$ cat config.mk
export PLATFORM = sky130hd
export DESIGN_NAME = cond_branch_exec
export DESIGN_NICKNAME = d
export VERILOG_FILES = /design/src/design/branch_pkg.sv /design/src/design/rel_target_calc.sv /design/src/design/cond_branch_exec.sv
export VERILOG_INCLUDE_DIRS = /design/src /design/src/design
export SDC_FILE = /design/constraint.sdc
export NUM_CORES = 1
export LEC_CHECK = 0
export ABC_AREA = 1
export BUFFER_PORTS_ARGS = -buffer_cell sky130_fd_sc_hd__buf_2
export CAP_MARGIN = 20
export CORE_MARGIN = 3
export CORE_UTILIZATION = 45
export DETAILED_ROUTE_END_ITERATION = 7
export PLACE_DENSITY_LB_ADDON = 0.3
export SLEW_MARGIN = 20
export SYNTH_ARGS = -nofsm -noshare
export SYNTH_HDL_FRONTEND = slang
export SYNTH_SLANG_ARGS = --single-unit
$ cat constraint.sdc
create_clock -name sys_clk_in -period 3.33 [get_ports sys_clk_in]
set_input_delay 0.1665 -clock sys_clk_in [delete_from_list [all_inputs] [get_ports sys_clk_in]]
set_output_delay 0.1665 -clock sys_clk_in [all_outputs]
set_load 0.01 [all_outputs]
$ cat src/design/branch_cfg.svh
// Purpose: Constants for the conditional relative branch execution block.
// Assumes: 16-bit program counter, 8-bit opcodes and displacements.
// Notes:   Included by the package and by the design modules.
`ifndef BRANCH_CFG_SVH
`define BRANCH_CFG_SVH
`define PC_WIDTH          16
`define OPC_TEST_CLEAR    8'h10
`define OPC_CARRY         8'h40
`define LEN_TEST_CLEAR    16'h0003
`define LEN_CARRY         16'h0002
`define MACHINE_CYCLES    2
`endif

$ cat src/design/branch_pkg.sv
// Purpose: Types shared by the branch execution modules.
// Assumes: branch_cfg.svh holds the numeric constants.
// Notes:   Holds the instruction kind enumeration and the sequencer states.
`include "branch_cfg.svh"
package branch_pkg;
    typedef enum logic [1:0] {KIND_NONE, KIND_TEST_CLEAR, KIND_CARRY} branch_kind_e;
    typedef enum logic [1:0] {ST_IDLE, ST_CYCLE2} branch_state_e;
    typedef logic [`PC_WIDTH-1:0] pc_t;
endpackage

$ cat src/design/rel_target_calc.sv
// Purpose: Branch target adder for relative displacements.
// Assumes: Program counter points at the opcode of the current instruction.
// Notes:   Purely combinational; the caller registers the result.
`timescale 1ns/1ps
`default_nettype none
`include "branch_cfg.svh"
module rel_target_calc
    import branch_pkg::*;
(
    input  wire logic [`PC_WIDTH-1:0] pc_in,
    input  wire logic [15:0]          len_in,
    input  wire logic [7:0]           rel_in,
    output logic      [`PC_WIDTH-1:0] next_out,
    output logic      [`PC_WIDTH-1:0] target_out
);
    logic [`PC_WIDTH-1:0] rel_ext;

    // Sign extension and wrapping add; carries out of the top bit are dropped on purpose.
    always_comb
    begin
        rel_ext    = {{(`PC_WIDTH-8){rel_in[7]}}, rel_in};
        next_out   = pc_in + len_in[`PC_WIDTH-1:0];
        target_out = next_out + rel_ext;
    end
endmodule
`default_nettype wire

$ cat src/design/cond_branch_exec.sv
// Purpose: Executes the test-and-clear bit branch and the carry branch.
// Assumes: Decode presents opcode and operand bytes with a one-cycle start pulse.
// Notes:   Each instruction takes two machine cycles; the result shows at the end.
//          A start that arrives while an instruction is in flight is ignored; the
//          fetch side may present the next opcode in the cycle that done shows.
//
// What this block does
// - Set bit: clear it and branch.
// - Zero bit: no write at all.
// - Target is PC plus three plus rel.
// - Program status flags never change here.
// - Port bits read from output latch.
// - Opcode 10h, three bytes, two cycles.
// - Carry set: branch, else fall through.
// - Carry target is PC plus two plus rel.
// - Opcode 40h, two bytes, two cycles.
`timescale 1ns/1ps
`default_nettype none
`include "branch_cfg.svh"
module cond_branch_exec
    import branch_pkg::*;
(
    input  wire logic                 sys_clk_in,
    input  wire logic                 sys_rst_in,
    input  wire logic                 start_in,
    input  wire logic [7:0]           opcode_in,
    input  wire logic [7:0]           bit_addr_in,
    input  wire logic [7:0]           rel_b2_in,
    input  wire logic [7:0]           rel_b3_in,
    input  wire logic [`PC_WIDTH-1:0] pc_in,
    input  wire logic                 carry_in,
    input  wire logic                 bit_val_in,
    input  wire logic                 bit_is_port_in,
    input  wire logic                 port_latch_val_in,
    output logic                      accepted_out,
    output logic                      bit_read_out,
    output logic [7:0]                bit_addr_out,
    output logic                      bit_wr_out,
    output logic                      bit_wr_val_out,
    output logic                      done_out,
    output logic                      pc_load_out,
    output logic [`PC_WIDTH-1:0]      pc_new_out,
    output logic                      psw_wr_out
);
    // Sequencer state, captured operands, the sampled condition and the commit results.
    branch_state_e         state_r, state_nxt;
    branch_kind_e          kind_r, kind_nxt;
    logic [`PC_WIDTH-1:0]  next_r, next_nxt;
    logic [`PC_WIDTH-1:0]  tgt_r, tgt_nxt;
    logic [7:0]            addr_r, addr_nxt;
    logic                  cond_r, cond_nxt;
    logic                  done_r, done_nxt;
    logic                  load_r, load_nxt;
    logic [`PC_WIDTH-1:0]  pcn_r, pcn_nxt;
    logic                  wr_r, wr_nxt;
    logic [`PC_WIDTH-1:0]  calc_next;
    logic [`PC_WIDTH-1:0]  calc_tgt;
    logic [15:0]           len_sel;
    logic [7:0]            rel_sel;
    branch_kind_e          kind_dec;
    logic                  take;
    logic                  commit;

    // Shared decode of the opcode byte.
    function automatic branch_kind_e decode_kind(input logic [7:0] op);
        if (op == `OPC_TEST_CLEAR)
            return KIND_TEST_CLEAR;
        else if (op == `OPC_CARRY)
            return KIND_CARRY;
        else
            return KIND_NONE;
    endfunction

    // Operand selection: displacement sits in byte three or byte two.
    always_comb
    begin
        kind_dec = decode_kind(opcode_in);
        if (kind_dec == KIND_TEST_CLEAR)
        begin
            len_sel = `LEN_TEST_CLEAR;
            rel_sel = rel_b3_in;
        end
        else
        begin
            len_sel = `LEN_CARRY;
            rel_sel = rel_b2_in;
        end
    end

    rel_target_calc u_calc (
        .pc_in      (pc_in),
        .len_in     (len_sel),
        .rel_in     (rel_sel),
        .next_out   (calc_next),
        .target_out (calc_tgt)
    );

    // A start is taken only while idle and only for one of the two opcodes.
    // Unknown opcodes are left for the rest of the decoder.
    assign take   = (state_r == ST_IDLE) && start_in && (kind_dec != KIND_NONE);
    // The second machine cycle is the commit cycle.
    assign commit = (state_r == ST_CYCLE2);

    // Sequencer: the first cycle captures operands and the condition, the second commits.
    // The condition is sampled with the start, so a later change of the bit cannot steer the branch.
    always_comb
    begin
        state_nxt = state_r;
        kind_nxt  = kind_r;
        next_nxt  = next_r;
        tgt_nxt   = tgt_r;
        addr_nxt  = addr_r;
        cond_nxt  = cond_r;
        case (state_r)
            ST_IDLE:
            begin
                if (take)
                begin
                    state_nxt = ST_CYCLE2;
                    kind_nxt  = kind_dec;
                    next_nxt  = calc_next;
                    tgt_nxt   = calc_tgt;
                    addr_nxt  = bit_addr_in;
                    if (kind_dec == KIND_TEST_CLEAR)
                        cond_nxt = bit_is_port_in ? port_latch_val_in : bit_val_in;
                    else
                        cond_nxt = carry_in;
                end
            end
            ST_CYCLE2:
            begin
                state_nxt = ST_IDLE;
            end
            default:
            begin
                state_nxt = ST_IDLE;
            end
        endcase
    end

    // Sequencer registers; reset leaves the sequencer idle.
    always_ff @(posedge sys_clk_in)
    begin
        if (sys_rst_in)
        begin
            state_r <= ST_IDLE;
            kind_r  <= KIND_NONE;
            next_r  <= '0;
            tgt_r   <= '0;
            addr_r  <= 8'h00;
            cond_r  <= 1'b0;
        end
        else
        begin
            state_r <= state_nxt;
            kind_r  <= kind_nxt;
            next_r  <= next_nxt;
            tgt_r   <= tgt_nxt;
            addr_r  <= addr_nxt;
            cond_r  <= cond_nxt;
        end
    end

    // Commit results: pulses last one cycle, the new program counter holds until the next commit.
    // Holding both candidate addresses in registers keeps the adder off the load path.
    always_comb
    begin
        done_nxt = 1'b0;
        load_nxt = 1'b0;
        pcn_nxt  = pcn_r;
        wr_nxt   = 1'b0;
        if (commit)
        begin
            done_nxt = 1'b1;
            load_nxt = 1'b1;
            pcn_nxt  = cond_r ? tgt_r : next_r;
            wr_nxt   = (kind_r == KIND_TEST_CLEAR) && cond_r;
        end
    end

    // Commit registers; a reset in mid-instruction drops the pending write.
    // The bit space therefore keeps its old value when the core is reset between cycles.
    always_ff @(posedge sys_clk_in)
    begin
        if (sys_rst_in)
        begin
            done_r <= 1'b0;
            load_r <= 1'b0;
            pcn_r  <= '0;
            wr_r   <= 1'b0;
        end
        else
        begin
            done_r <= done_nxt;
            load_r <= load_nxt;
            pcn_r  <= pcn_nxt;
            wr_r   <= wr_nxt;
        end
    end

    // Accept and bit-read strobes are combinational; done, load, write, address and new PC outputs come from flip-flops.
    assign accepted_out   = take;
    assign bit_read_out   = accepted_out && (kind_dec == KIND_TEST_CLEAR);
    assign bit_addr_out   = addr_r;
    assign bit_wr_out     = wr_r;
    assign bit_wr_val_out = 1'b0;
    assign done_out       = done_r;
    assign pc_load_out    = load_r;
    assign pc_new_out     = pcn_r;
    assign psw_wr_out     = 1'b0;
endmodule
`default_nettype wire

---- After elaboration in Yosys (flattened, before gate mapping) ----
Index checks and enable logic that the tools add are counted.
Widths: inputs -> output; s select.
storage, ports and cells
  input port bits ......................... 55
  register bits ........................... 62
operators by class
  multiplexer cells ....................... 8
  bitwise logic cells ..................... 2
  reduce and logical (&&, ||, !) cells .... 9
  $add $sub $neg .......................... 2
  equality and inequality tests ........... 4
operators with widths
  operator            number
  $add 16x16->16      1
  $add 16x2->16       1
  $mux 16             1
  $eq 8x5->1 const B  1
  $eq 8x7->1 const B  1
  $mux 8              1
  $eq 2x1->1 const B  2
  $logic_and 1x1->1   4
  $mux 1              4
  $mux 2              2
  $reduce_or 2->1     2
  $logic_not 2->1     1
  $not 1->1           2
  $reduce_and 2->1    1
  $reduce_bool 2->1   1

---- Logic depth before layout (Yosys ltp) ----
  word-level depth ........................ 7
  depth in mapped cells ................... 29
  depth with buffers taken out ............ 27

---- Modules after synthesis ----
Synthesis repeated with hierarchy kept, for this count alone.
unflattened totals
  cell total of the unflattened synthesis .. 683
  area total of the unflattened synthesis .. 4,454.3 sq um
by module, submodules not included
  module            sequential area each (sq um)  cells an instance  area each (sq um)  times used
  cond_branch_exec  1,241.2                       428                2,900.3            1
  rel_target_calc   0.0                           255                1,554.0            1

---- Least setup slack after synthesis ----
OpenSTA, ideal clock, no wires.
  kind .................................... input to register
  start point ............................. in opcode_in[0]
  end point ............................... reg tgt_r[15]
  data arrival time ....................... 2.818 ns
  data required time ...................... 3.221 ns
  cell stages on the path ................. 25
  path slack .............................. 0.403 ns
  buffers on the path ..................... 2
  path through ............................ inv_1 -> nand2_1 -> nor2_2 -> nand2_1 -> buf_6 -> inv_1 -> buf_4 -> ha_1 -> inv_1 -> ha_1 -> nor2_4 -> nand3_2 -> nor3_1 -> xnor2_1 -> inv_1 -> ha_1 -> a21o_1 -> nor2_1 -> nand2_1 -> inv_1 -> nand2_1 -> nand3_1 -> nand3_1 -> nand2_1 -> inv_1
on the way
  elaborated cells on any way between the ends .. 12
  those cells by class .................... 2 x add/sub; 3 x eq/ne; 4 x mux; 3 x reduce/logical
RTL lines
  item                    line                     text
  start: declaration      cond_branch_exec.sv:26   input wire logic [7:0] opcode_in,
  $eq 8x5->1 (no line)    --
  $mux 2                  cond_branch_exec.sv:66   if (op == `OPC_TEST_CLEAR)
  net kind_dec[0]         cond_branch_exec.sv:60   branch_kind_e kind_dec;
  $eq 2x1->1              cond_branch_exec.sv:78   if (kind_dec == KIND_TEST_CLEAR)
  $mux 1                  cond_branch_exec.sv:78
  $add 16x2->16           rel_target_calc.sv:22    next_out = pc_in + len_in[`PC_WIDTH-1:0];
  net calc_next[14]       cond_branch_exec.sv:56   logic [`PC_WIDTH-1:0] calc_next;
  $add 16x16->16          rel_target_calc.sv:23    target_out = next_out + rel_ext;
  end signal: assignment  cond_branch_exec.sv:158  tgt_r <= tgt_nxt;
  end: declaration        cond_branch_exec.sv:49   logic [`PC_WIDTH-1:0] tgt_r, tgt_nxt;
The timed path passes the listed nets, and every way through them passes these cells.
A chain may end at the register's enable or synchronous reset.

---- Worst setup path in the final report ----
  start point ............................. in opcode_in[1]
  end point ............................... reg tgt_r[11]
on the way
  word-level cells in the longest chain between the ends .. 7
  elaborated cells on any way between the ends .. 12
  those cells by class .................... 2 x add/sub; 3 x eq/ne; 4 x mux; 3 x reduce/logical
RTL lines
  item                  line                    text
  $eq 8x7->1 (no line)  --
  $mux 2                cond_branch_exec.sv:68  else if (op == `OPC_CARRY)
  $mux 2 (*)            cond_branch_exec.sv:66
  $eq 2x1->1 (*)        cond_branch_exec.sv:78
  $mux 1 (*)            cond_branch_exec.sv:78
  $add 16x2->16 (*)     rel_target_calc.sv:22
  net calc_next[4]      cond_branch_exec.sv:56
  $add 16x16->16 (*)    rel_target_calc.sv:23
The timed path passes the listed nets; every way through them passes the cells marked *.

==> impl_results.md <==
- Outcome: complete, no violations
- Reg clk slew, reported paths: ~0.070 ns
- Startpoint type of the worst setup path: primary input
- Final Critical Period: about 3.0 ns
- Global Route Usage Sum: 0.218
- Effective utilization at floorplan: 0.477
- Wire per inst: 13.3 um
- Setup repair after global routing missed its margin: no
- Clock skew after layout: between 0.007 and 0.008 ns
- Clk Latency, worst-skew pair: between 0.3 and 0.4 ns
- Via count of the first global-routing pass: ~3.6k
- Worst setup slack after layout: between 0.3 and 0.4 ns
- # diodes: 0
- Total power: between 1.5 and 2 mW
- Type of destination of the critical path: flip-flop
- Number of buffers created by CTS: 9
- Final Max Slew Viols: 0
- Worst-case vdd ir drop: between 0.15 and 0.2 mV
- Final std cell area, no fill: between 0.004 and 0.005 mm^2
- Total clock sinks: 62
- Setup tns final: 0 ns
- Crit path required time: about 3.6 ns
- Post-Synthesis Mean Instance Area: ~6.6 um^2
- Setup bufs post-CTS: 0
- Routed vias: slightly below 4k
- CP most frequent cell: nand2_1
- Weighted congestion reported at the end of routability-driven placement: approximately 0.87
- Iter 0 DRT Violations: 249
- Warnings from Yosys: 0
- Antenna Violating Nets Remaining: 0
- Unique masters post-synth: 34
- Cell row count: 32
- Ratio of total power to cell area: slightly below 400 mW/mm^2
- Number of port buffers: 83
- Post-layout instance count excluding filler cells: between 700 and 800
- Area of the core region: between 0.007 and 0.008 mm^2
- Worst EP arrival: approximately 3.2 ns
- Detailed-route vias per instance: 5.01
- Leakage power total: between 2 and 2.5 nW
- Count of final setup violators: 0
- Final Hold Viols: 0
- Max-capacitance violation count: 0
- Class of the most critical setup path: primary input to flip-flop
- Most frequent cell after synthesis: nand2_1
- DRT Pass-1 Iters: 5
- Maximum number of pins on one net before global-route repair: 43
- Cell chosen for the clock root: clkbuf_8
- Fraction of post-synthesis cell area in the top cell type by area: 0.328
- First-pass GRT wire length: approximately 17 mm
- Clock tree from TritonCTS: yes
- Dominant cell type by area after synthesis: dfxtp_1
- Critical-path top delay cell: xor2_1
- Maximum buffer depth of the clock tree: 2
- Stage delay of the slowest cell on the critical path: roughly 0.37 ns
- Instance count of the mapped netlist: 577
- Routed wire length: ~10 mm
- Die span in x: about 100 um
- Share of synthesized registers carrying an async set or reset: 0
- Worst path cell trace: buf_2 -> inv_1 -> nand2_1 -> nor2_2 -> nand2_1 -> inv_1 -> ha_1 -> inv_1 -> ha_1 -> nor2_4 -> xor2_1 -> ha_1 -> nand2_1 -> nand2_1 -> a21oi_1 -> nand2_1 -> inv_1 -> nor2_1 -> o21bai_1 -> nand3_1 -> nand2_1 -> inv_1
- Biggest area contributors in the synthesized netlist: dfxtp_1 (33%), nand2_1 (13%), nor2_1 (7.5%)
- Full die area: roughly 0.0095 mm^2
- Cell total after placement: 754
- # fillers: slightly below 800
- Fraction of final layout cells with drive strength greater than 1: 0.196
- Worst hold path class: primary input to flip-flop
- Post-CTS Hold Buffers: 0
- Number of H-tree levels: 3
- Post-route DRC: 0
- Most common flop cell mapped by yosys: dfxtp_1
- Top-Level Pins: 86
- Multi-input gate area in the final layout: about 0.0021 mm^2
- Achievable frequency: between 300 and 400 MHz
- Seq cells post-synth: 62
- CP top delay family: simple AND/OR/NAND/NOR gates
- Post-Place Setup Slack: slightly below 0.1 ns
- Post-CTS sizing: 0
- Flip-flop and latch area: about 0.0012 mm^2
- Area growth from synthesis to layout: 20.2%
- Post-layout nets: 737
- Slew at the pin closest to its max-slew limit: ~0.8 ns
- Post-synthesis instance area: 0.00378 mm^2
- Cell area after placement: about 0.0043 mm^2
- Critical-path maximum fanout: 5
- Slew HR: 0.454
- Detailed Place HPWL: 8.06 mm
- Global route overflow: 0
- Period utilisation layout: 0.891
- Count of flip-flops with a built-in enable after synthesis: 0
- Total buffers and inverters traversed by the critical path: 6
- Number of antenna violations at the first check in global routing: 0
- Synth cell count leaders: nand2_1 (135), nor2_1 (76), inv_1 (68)
- Post-synthesis sequential area ratio: 0.328
- Vert. Die Dim: around 98 um
## per-layer routing
metal  vias to the layer above  part of all wire  global-route usage
met2                       124              0.44               0.335
met1                      1716              0.49               0.323
met4                         0             0.013              0.0543
met3                        11             0.058              0.0273
met5                         -                 0                   0
li1                       2015                 -                   -
## registers in the layout (all words and copies together) (netlist names)
register / cells
tgt_r: 16
kind_r: 2
next_r: 16
state_r: 1
pc_load_out: 1
bit_wr_out: 1
bit_addr_out: 8
cond_r: 1
pc_new_out: 16
## stage by stage
stage | utilization | hold WS [ns]
global placement | 0.542 | 0.390
detailed placement | 0.542 | 0.395
floorplan | - | 0.301
CTS | 0.570 | 0.0432
finish | 0.574 | 0.0569
global route | 0.574 | 0.0652
## placed cells by master (no fill, tap or decap), types with 2 or more instances in the layout
cell type / instances
a21o_1: 3
inv_2: 3
nand4_1: 8
nor2_1: 76
a21oi_1: 24
bufinv_16: 2
dfxtp_1: 62
xnor2_1: 6
nand2_1: 135
clkinv_1: 3
nand2_2: 2
nand3_2: 3
ha_1: 17
nor2_2: 3
o21ai_1: 11
o211ai_1: 4
inv_1: 68
o21bai_1: 3
nor2_4: 4
clkinv_2: 3
nand3_1: 42
nor3_1: 5
xor2_1: 10
o21ai_0: 54
buf_2: 83
clkbuf_8: 10
conb_1: 2
buf_4: 14
## report_power, final
group | total, mW | internal, mW | switching [mW]
Sequential | 0.744 | 0.743 | 0.00119
Clock | 0.731 | 0.441 | 0.290
Combinational | 0.300 | 0.119 | 0.182
Total | 1.78 | 1.30 | 0.473
## area by class of cell
cell class,count,area share
sequential,62,0.273
clock buffer,10,0.0303
tap,102,0.0281
clock inverter,6,0.0184
inverter,74,0.0611
timing repair buffer,98,0.120
multi-input combinational,419,0.469
## worst paths after layout
kind	start	end	slack (ns)	cells after the start
worst max-delay path	opcode_in[1]	tgt_r[11]$_SDFFE_PP0P_	0.36	22
worst min-delay path	bit_addr_in[6]	bit_addr_out[6]$_SDFFE_PP0P_	0.06	3
worst max register to register	cond_r$_SDFFE_PP0P_	pc_new_out[14]$_SDFFE_PP0P_	1.56	3
worst min register to register	kind_r[0]$_SDFFE_PP0P_	bit_wr_out$_SDFF_PP0_	0.46	2
## worst register-to-register path, delay by kind of cell (launching register included)
family          cells  cell delay, ns
flops               1            0.65
compound gates      2            0.46
buf+inv             1            0.55
## cells by family after synthesis
logic type               after synthesis  synth area share
buffers and inverters                 97             0.109
other                                  1          0.000991
AND/OR/NAND/NOR                      280             0.317
adder cells (fa/ha/maj)               18            0.0615
flip-flops                            62             0.328
XOR/XNOR                              16            0.0370
AO/OA/AOI/OAI                        102             0.144
multiplexers                           1           0.00265
(Power assumes the default switching activity.)
